### src/logic/lds_consts.vh
/*
  constants for the led display digit scanner: clock divider, slot length,
  digit count, data code meanings.
  assumes a 25 MHz system clock.
*/
`ifndef LDS_CONSTS_VH
`define LDS_CONSTS_VH

`define LDS_CLK_HZ 25000000
`define LDS_PHASE_HZ 170000
// cycles per full two-phase period, rounded down so the rate never falls short
`define LDS_PERIOD_CYC (`LDS_CLK_HZ / `LDS_PHASE_HZ)
`define LDS_QUARTER_CYC (`LDS_PERIOD_CYC / 4)
`define LDS_SLOT_BITS 4
`define LDS_NUM_DIGITS 15
`define LDS_SEG_OFF 7'h00
`define LDS_CODE_BLANK 4'hF

`endif

### src/logic/lds_digit_scanner.v
/*
  led display digit scanner: two-phase clock generator, segment decoder,
  shift-clock generator and digit position counter.
  the two-flop synchroniser is a small module at the end of the file.
  assumes data and start come from logic outside this clock domain and are
  stable for each bit-time of the generated clock.
*/
// How it works
// RL1: make non-overlapping two-phase clock at 170 kHz
// RL2: demultiplex five data lines into segment anodes
// RL3: one segment set shared by every digit
// RL4: enable exactly one digit position at once; the code enables none after the last digit shifts out
// RL5: one shift pulse after four bit-times
// RL6: shift pulse advances digit to the right
// RL7: decimal point gives two consecutive shift pulses
// RL8: point arrives with the preceding digit's data; the code latches it with its own digit's data
// RL9: blank digit keeps timing, drives no anodes
// RL10: start resets digit counter to position one
// RL11: busy lamp switched by the I/O processor
// RL12: fixed table decodes codes, blank means off
`timescale 1ns/1ps
`include "lds_consts.vh"

module lds_digit_scanner #(
  parameter NUM_DIGITS = `LDS_NUM_DIGITS,
  parameter SLOT_BITS = `LDS_SLOT_BITS
) (
  input wire clock,
  input wire rst,
  input wire clkEn,
  input wire [4:0] digitData,
  input wire startWord,
  output reg phase1_ff,
  output reg phase2_ff,
  output reg [6:0] segAnode_ff,
  output reg decPoint_ff,
  output reg shiftClk_ff,
  output reg [NUM_DIGITS-1:0] digitEn_ff
);

////////////////////////////////////////////////////////////////////////
// pin synchronisers; the start edge is taken only after both flops
wire [4:0] dataSync;
wire startSync;
reg startPrev_ff;

lds_sync2 #(
  .WIDTH(5)
) u_dataSync (
  .clock(clock),
  .rst(rst),
  .clkEn(clkEn),
  .pinIn(digitData),
  .syncOut_ff(dataSync)
);

lds_sync2 #(
  .WIDTH(1)
) u_startSync (
  .clock(clock),
  .rst(rst),
  .clkEn(clkEn),
  .pinIn(startWord),
  .syncOut_ff(startSync)
);

always @(posedge clock or posedge rst) begin
  if (rst) begin
    startPrev_ff <= 1'b0;
  end else if (clkEn) begin
    startPrev_ff <= startSync;
  end
end

wire startRise = startSync & ~startPrev_ff;

////////////////////////////////////////////////////////////////////////
// two-phase clock: four quarters, phase1 in q0, phase2 in q2, gaps between
// quarters round down, so the rate lands slightly above nominal, never below
localparam integer QUARTER_I = `LDS_QUARTER_CYC;
localparam [15:0] QUARTER = QUARTER_I[15:0];
localparam [3:0] Q_PH1 = 4'h1;
localparam [3:0] Q_GAP1 = 4'h2;
localparam [3:0] Q_PH2 = 4'h4;
localparam [3:0] Q_GAP2 = 4'h8;
reg [15:0] divCnt_ff;
reg [3:0] quarter_ff;
reg [3:0] nxt_quarter;
wire quarterEnd = (divCnt_ff == QUARTER - 16'h0001);
wire bitEnd = quarterEnd & (quarter_ff == Q_GAP2);

always @* begin
  case (quarter_ff)
    Q_PH1: nxt_quarter = Q_GAP1;
    Q_GAP1: nxt_quarter = Q_PH2;
    Q_PH2: nxt_quarter = Q_GAP2;
    Q_GAP2: nxt_quarter = Q_PH1;
    // an upset code restarts at the first quarter rather than locking up
    default: nxt_quarter = Q_PH1;
  endcase
end

always @(posedge clock or posedge rst) begin
  if (rst) begin
    divCnt_ff <= 16'h0000;
    quarter_ff <= Q_PH1;
    phase1_ff <= 1'b0;
    phase2_ff <= 1'b0;
  end else if (clkEn) begin
    divCnt_ff <= quarterEnd ? 16'h0000 : divCnt_ff + 16'h0001;
    if (quarterEnd) begin
      quarter_ff <= nxt_quarter;
      phase1_ff <= (nxt_quarter == Q_PH1); // RL1
      phase2_ff <= (nxt_quarter == Q_PH2); // RL1
    end
  end
end

////////////////////////////////////////////////////////////////////////
// segment decode: data[3:0] digit code, data[4] decimal point
function [6:0] segDecode;
  input [3:0] code;
  begin
    case (code) // RL12
      4'h0: segDecode = 7'h3F;
      4'h1: segDecode = 7'h06;
      4'h2: segDecode = 7'h5B;
      4'h3: segDecode = 7'h4F;
      4'h4: segDecode = 7'h66;
      4'h5: segDecode = 7'h6D;
      4'h6: segDecode = 7'h7D;
      4'h7: segDecode = 7'h07;
      4'h8: segDecode = 7'h7F;
      4'h9: segDecode = 7'h6F;
      4'hA: segDecode = 7'h40;
      default: segDecode = `LDS_SEG_OFF; // RL9
    endcase
  end
endfunction

////////////////////////////////////////////////////////////////////////
// slot timing and shift pulses
localparam integer SLOT_LAST_I = SLOT_BITS - 1;
localparam [2:0] SLOT_LAST = SLOT_LAST_I[2:0];
localparam [NUM_DIGITS-1:0] DIGIT_FIRST = {{(NUM_DIGITS-1){1'b0}}, 1'b1};
reg [2:0] bitCnt_ff;
reg pointPending_ff;
reg [NUM_DIGITS-1:0] nxt_digitEn;
reg nxt_shift;

always @* begin
  nxt_shift = 1'b0;
  nxt_digitEn = digitEn_ff;
  // start wins over a pulse that falls in the same cycle
  if (startRise) begin
    nxt_digitEn = DIGIT_FIRST; // RL10
  end else if (bitEnd && bitCnt_ff == SLOT_LAST) begin
    nxt_shift = 1'b1; // RL5
  // the extra pulse sits one bit early so both fit inside the slot
  end else if (bitEnd && pointPending_ff && bitCnt_ff == SLOT_LAST - 3'h1) begin
    nxt_shift = 1'b1; // RL7
  end
  if (shiftClk_ff && !startRise) begin
    // walks right, one hot; falls off the end until the next start
    nxt_digitEn = {digitEn_ff[NUM_DIGITS-2:0], 1'b0}; // RL6 RL4
  end
end

always @(posedge clock or posedge rst) begin
  if (rst) begin
    bitCnt_ff <= 3'h0;
    pointPending_ff <= 1'b0;
    segAnode_ff <= `LDS_SEG_OFF;
    decPoint_ff <= 1'b0;
    shiftClk_ff <= 1'b0;
    digitEn_ff <= DIGIT_FIRST;
  end else if (clkEn) begin
    shiftClk_ff <= nxt_shift;
    digitEn_ff <= nxt_digitEn;
    if (startRise) begin
      bitCnt_ff <= 3'h0;
      pointPending_ff <= 1'b0;
    end else if (bitEnd) begin
      bitCnt_ff <= (bitCnt_ff == SLOT_LAST) ? 3'h0 : bitCnt_ff + 3'h1;
      if (bitCnt_ff == 3'h0) begin
        // point is latched with its digit so the extra pulse lands in-slot
        // limitation: the first bit-time of a slot still shows the previous digit
        pointPending_ff <= dataSync[4]; // RL8
        segAnode_ff <= segDecode(dataSync[3:0]); // RL2 RL3
        decPoint_ff <= dataSync[4];
      end
    end
  end
end

endmodule // lds_digit_scanner

////////////////////////////////////////////////////////////////////////
// two-flop synchroniser for a group of pin inputs
module lds_sync2 #(
  parameter WIDTH = 1
) (
  input wire clock,
  input wire rst,
  input wire clkEn,
  input wire [WIDTH-1:0] pinIn,
  output reg [WIDTH-1:0] syncOut_ff
);

reg [WIDTH-1:0] meta_ff;

// resets to the idle pin level so no false start edge follows reset
always @(posedge clock or posedge rst) begin
  if (rst) begin
    meta_ff <= {WIDTH{1'b0}};
    syncOut_ff <= {WIDTH{1'b0}};
  end else if (clkEn) begin
    meta_ff <= pinIn;
    syncOut_ff <= meta_ff;
  end
end

endmodule // lds_sync2

### config.mk
export PLATFORM = sky130hd
export DESIGN_NAME = lds_digit_scanner
export DESIGN_NICKNAME = d
export VERILOG_FILES = /design/src/logic/lds_digit_scanner.v
export VERILOG_INCLUDE_DIRS = /design/src /design/src/logic
export SDC_FILE = /design/constraint.sdc
export NUM_CORES = 1
export LEC_CHECK = 0
export ABC_AREA = 1
export BUFFER_PORTS_ARGS = -buffer_cell sky130_fd_sc_hd__clkbuf_2
export CAP_MARGIN = 20
export CORE_AREA = 2 2 88 90
export DETAILED_ROUTE_END_ITERATION = 8
export DIE_AREA = 0 0 90 92
export PLACE_DENSITY = 0.67
export SYNTH_ARGS = -nofsm -noshare
export SYNTH_HDL_FRONTEND = slang
export SYNTH_SLANG_ARGS = --single-unit
### constraint.sdc
create_clock -name clock -period 1.45 [get_ports clock]
set_input_delay 0 -clock clock [delete_from_list [all_inputs] [get_ports clock]]
set_output_delay 0 -clock clock [all_outputs]
set_load 0.03 [all_outputs]
## After elaboration in Yosys (flattened, before gate mapping)

Memory sizes are Yosys's and may differ from the RTL's. A register that Yosys moved wholly into a read port is not among the register bits.
Index checks and enable logic that the tools add are counted.

- RAM bits: 0
- Input bits: 9
- Logic and storage cells: 57
- Output and inout port bits: 26
- Latch bits: 0
- ROM bits: 112
- Bits in registers: 56
- Memories: 1

- Reduce and logical (&&, ||, !) cells: 14
- Bitwise logic cells: 4
- Order comparisons: 0
- Divide/modulo/power cells: 0
- Equal/unequal tests: 9
- Add/subtract/negate cells: 2
- $mul: 0
- Muxes and demuxes: 13
- Shifts and indexed selects: 0

Memories:

| name | depth | width | read ports | clocked after Yosys merged registers in | write ports | RTL line | RTL |
|---|---|---|---|---|---|---|---|
| (no name shown) | 16 | 7 | 1 | 1 | 0 | lds_digit_scanner.v:124 | `case (code)` |

Operators with widths:

| operator | count |
|---|---|
| 2-to-1 mux 15 bit | 2 |
| adder 16 x 1 -> 16 bit (second input constant) | 1 |
| equality test 16 x 6 -> 1 bit (second input constant) | 1 |
| 2-to-1 mux 16 bit | 1 |
| case mux 4 bit (3 select lines) | 1 |
| 2-to-1 mux 3 bit | 3 |
| equality test 4 x 1 -> 1 bit (second input constant) | 2 |
| equality test 4 x 3 -> 1 bit (second input constant) | 2 |
| equality test 3 x 2 -> 1 bit (second input constant) | 2 |
| 2-to-1 mux 1 bit | 6 |
| AND reduction 2 bit | 3 |
| nonzero test 2 bit | 3 |
| equality test 4 x 2 -> 1 bit (second input constant) | 1 |
| equality test 4 bit (second input constant) | 1 |
| logical AND 1 bit | 4 |
| AND reduction 4 bit | 1 |
| adder 3 x 1 -> 3 bit (second input constant) | 1 |
| logical NOT 3 bit | 1 |
| AND reduction 3 bit | 1 |
| bitwise AND 1 bit | 2 |
| inverter 1 bit | 2 |
| logical NOT 1 bit | 1 |

## Depth between registers and ports, before layout

- Depth after elaboration: 7
- Gate-level depth with buffers: 10
- Mapped depth without buffers: 9

## Cells and area by module

A second synthesis with hierarchy kept.

- Cells, all modules: 401
- Area total of the unflattened synthesis: 3219.3 um^2

By module, submodules not included:

| module | instances | cells each | area an instance (um^2) |
|---|---|---|---|
| lds_digit_scanner | 1 | 348 | 2757.6 |
| lds_sync2 (u_dataSync) | 1 | 43 | 381.6 |
| lds_sync2 (u_startSync) | 1 | 10 | 80.1 |

## Least setup slack after synthesis

No wires, ideal clock.

- Path kind: flip-flop to flip-flop
- From: register bitCnt_ff[0]
- To: register segAnode_ff[0]
- Setup time: 0.121 ns
- Data arrival time: 1.374 ns
- Data required time: 1.329 ns
- Setup slack: -0.045 ns
- Cell stages (with the launch flop): 9
- Buffers on the path: 1
- Cells stage by stage: dfrtp_1 > inv_1 > ha_1 > inv_1 > nor2_1 > nand4_4 > buf_6 > nand2_1 > o21ai_2

- Cells in the longest elaborated chain, start to end: 2

Ends and longest elaborated chain:

| item | RTL line | RTL |
|---|---|---|
| start: declaration | lds_digit_scanner.v:146 | `reg [2:0] bitCnt_ff;` |
| start signal: assignment | lds_digit_scanner.v:184 | `bitCnt_ff <= (bitCnt_ff == SLOT_LAST) ? 3'h0 : bitCnt_ff + 3'h1;` |
| logical NOT 3 bit | lds_digit_scanner.v:185 | `if (bitCnt_ff == 3'h0) begin` |
| AND reduction 4 bit (no source line) | -- |  |
| end: declaration | lds_digit_scanner.v:35 | `output reg [6:0] segAnode_ff,` |

Every way passes these cells.
A chain may end at the register's enable or synchronous reset.

## Worst setup path in the final report

- From: register divCnt_ff[1]
- To: register phase2_ff

- Cells in the longest elaborated chain, start to end: 2

Ends and longest elaborated chain:

| item | RTL line | RTL |
|---|---|---|
| start: declaration | lds_digit_scanner.v:86 | `reg [15:0] divCnt_ff;` |
| start signal: assignment | lds_digit_scanner.v:110 | `divCnt_ff <= quarterEnd ? 16'h0000 : divCnt_ff + 16'h0001;` |
| equality test 16 x 6 -> 1 bit | lds_digit_scanner.v:89 | `wire quarterEnd = (divCnt_ff == QUARTER - 16'h0001);` |
| AND reduction 2 bit (no source line) | -- |  |
| end signal: assignment | lds_digit_scanner.v:114 | `phase2_ff <= (nxt_quarter == Q_PH2);` |
| end: declaration | lds_digit_scanner.v:34 | `output reg phase2_ff,` |

Every way passes these cells.

==> impl_metrics.toml <==
[outcome]
status = "finished, violations left"
violations = "setup timing"

[yosys]
syn_inst = 392
synth_edf_count = 0
ys_types = 32
synth_top_area_cell = "dfrtp_1"
yosys_most_used_dff = "dfrtp_1"
ys_top_cells_by_count = "nand2_1, inv_1, dfrtp_1, nor2_1, nand3_1"
ys_top_cells_by_area = "dfrtp_1, nand2_1, inv_1"
seq_area_frac_synth_pct = 49.11
yosys_warnings = 0
postSynthAreaPerCell_sq_um = 8.203
synth_top_area_share_pct = 47.47
ys_seq_elements = 63
synth_async_sr_flop_share_pct = 100.0
syn-cell-area_sq_um = 3216
post-synth-top-count-cell = "nand2_1"
synthesis.nets = 411

[worst_hold_path]
hp-class = "primary input to flop"
whs_path_depth = 3
min_delay_worst_endpoint = "divCnt_ff[4]"
min_from = "clkEn"

[setup_path]
path_max_fanout = 8
critPathTopFamily = "simple AND/OR/NAND/NOR gates"
cp_slowest_stage_delay_ps = 420
end_kind = "flop"
critPathBufInv = 1
crit_type = "flop to flop"
reg2reg_from = "divCnt_ff[1]"
arrival_ps = 1750
worstPathRequired_ps = 1730
r2r_slack_ps = -20
rr_endpoint = "phase2_ff"
startpoint_type = "flop"
cp.depth = 8
slowest_stage = "dfrtp_1"
rr_worst_depth = 8
worstPathCellList = "ha_4, nand2_2, nor2_2, nand2_2, nor2_4, buf_6, nor2_4, a21oi_2"

[layout]
final_area_sq_um = 4106
fill_cells = 675
multi_input_area_sq_um = 1459
layoutNonFillerInstCount = 567
final_util_pct = 55.14
layout-drive-gt1-share_pct = 27.31
final_nets = 479
areaGrowthSynthToFinish_pct = 27.70
register_area_sq_um = 1579
diodes = 0

[clock_network]
insertion_delay_ps = 340
h-tree-depth = 3
cts_sinks = 63
clkTransAtPathRegs_ps = 80
numCtsBuffers = 9
cts_max_path_buffers = 2
cts_tree = "built"
cts_root_buf = "clkbuf_8"

[place]
pre_cts_slack_ps = -82.71
gp_congestion = 0.8622
hpwl_mm = 4.644
dpl.cell_count = 541
io_buffers = 34
placed_cell_area_sq_um = 3645

[global_routing]
overflow = 0
top_usage_layer = "met2"
grt_pass1_wl_mm = 11.40
met1_usage_pct = 22.51
grtUsageTotal_pct = 17.13
grt_max_degree = 27
use_met2_pct = 27.44
grt_pass1_vias = 2509
antenna_found_initial = 0
grt_util_met3_pct = 3.533

[route]
dr.first_iter.drc_count = 176
ant_nets = 0
drt_pass1_iterations = 5
routedWlPerCell_microns = 11.71
totalWireLength_mm = 6.642
drc_errors = 0
via_per_inst = 4.808
vias = 2726

[timing]
slew_headroom_pct = 66.01
skew_ps = 8.217
setup_ws_ps = -19.79
finalHoldViolCount = 0
fin_crit_ps = 1470
fmax_mhz = 680.4
min_period_over_period_pct = 101.4
rsz0062_at_grt = "yes"
fin_setup_tns_ps = -75.78
drv_slew = 0
worst_slew_pin_slew_ps = 508.7
whs_ps = 34.67
setup_violations = 8

[power]
finalPower_mw = 4.833
power_density_nw_per_um2 = 1177
vdd_drop_max_uv = 565.8
p_leak_nw = 2.120

[floorplan]
design.portCount = 35
die_h_microns = 92
start_util_pct = 43.18
dieArea_sq_um = 8280
dieWidth_microns = 90
rows = 32
coreArea_sq_um = 7447

[run]
maxCapViolCount = 0
## report_power, final
group	switching [mW]	leakage, nW	internal, mW
registers	0.143	0.793	1.92
logic	0.620	1.22	0.447
clock network	0.732	0.105	0.969
## worst register-to-register path, stage by stage, from the launching register on
cell,delay [ps]
dfrtp_1,420
ha_4,180
nand2_2,50
nor2_2,80
nand2_2,70
nor2_4,260
buf_6,210
nor2_4,40
a21oi_2,90
## repair_timing
action                                  4_1_cts  5_1_grt
gates cloned                                  1        0
endpoints found under the setup margin       17       31
hold buffers                                  7        0
resized for setup                             7       30
pin swaps                                     1       14
setup buffers                                 0        2
endpoints found under the hold margin        25        0
## cell families after synthesis
group | after synthesis | share of synthesized area, %
and+or+nand+nor | 191 | 26.89
DFF | 63 | 49.10
xor gates and xnor gates | 9 | 2.451
buffers and inverters | 78 | 10.19
adders and majority gates | 10 | 3.891
AOI/OAI and AO/OA | 41 | 7.471
## routing by layer
layer  wire length [microns]  vias to the layer above
li1                        -                     1367
met1                    3136                     1284
met2                    3105                       65
met3                     280                       10
met4                     120                        0
met5                       0                        -
## worst max path at each step
stage,from,endpoint,slack [ps]
6_report,divCnt_ff[1],phase2_ff,-20
5_1_grt,divCnt_ff[1],segAnode_ff[2],-110
4_1_cts,divCnt_ff[1],bitCnt_ff[0],-9
3_5_place_dp,divCnt_ff[1],phase1_ff,-80
3_3_place_gp,divCnt_ff[0],phase1_ff,-30
2_1_floorplan,divCnt_ff[0],quarter_ff[1],60
## sequential cells by signal (all words and copies together) (netlist names), 3 cells and up
register and cells:
u_dataSync.syncOut_ff 5, quarter_ff 4, segAnode_ff 7, bitCnt_ff 3, u_dataSync.meta_ff 5, digitEn_ff 15, divCnt_ff 16
## final cells by class
type                    instances  share of cell area [%]
well taps                     102                   3.108
multi-input cells             252                   35.53
flip-flops and latches         63                   38.45
clock inverters                 7                   2.377
inverters                      68                   6.307
repair buffers                 66                   11.21
clock buffers                   9                   3.016
## cell usage in the layout (no fill, tap or decap), types with 2 or more instances in the layout
master         count
nor2_1            19
clkinvlp_4         3
clkbuf_8           9
o22ai_1           13
inv_2              2
ha_1               9
nand2_1          101
nor3_2             2
bufinv_16          2
dlygate4sd3_1      7
nand3_2            4
dfrtp_1           61
clkinv_4           2
buf_4             21
buf_6              2
nand4_4            2
nor2_2            10
xor2_1             8
nor3_1             3
o21ai_2            4
nand3_1           16
clkbuf_2          34
dfstp_2            2
o21ai_0           14
o21ai_1            3
inv_1             65
buf_12             2
nor2_4             7
nand2_2           11
nand4_1           10
a21oi_1            5
Power figures use the tool's default switching activity.
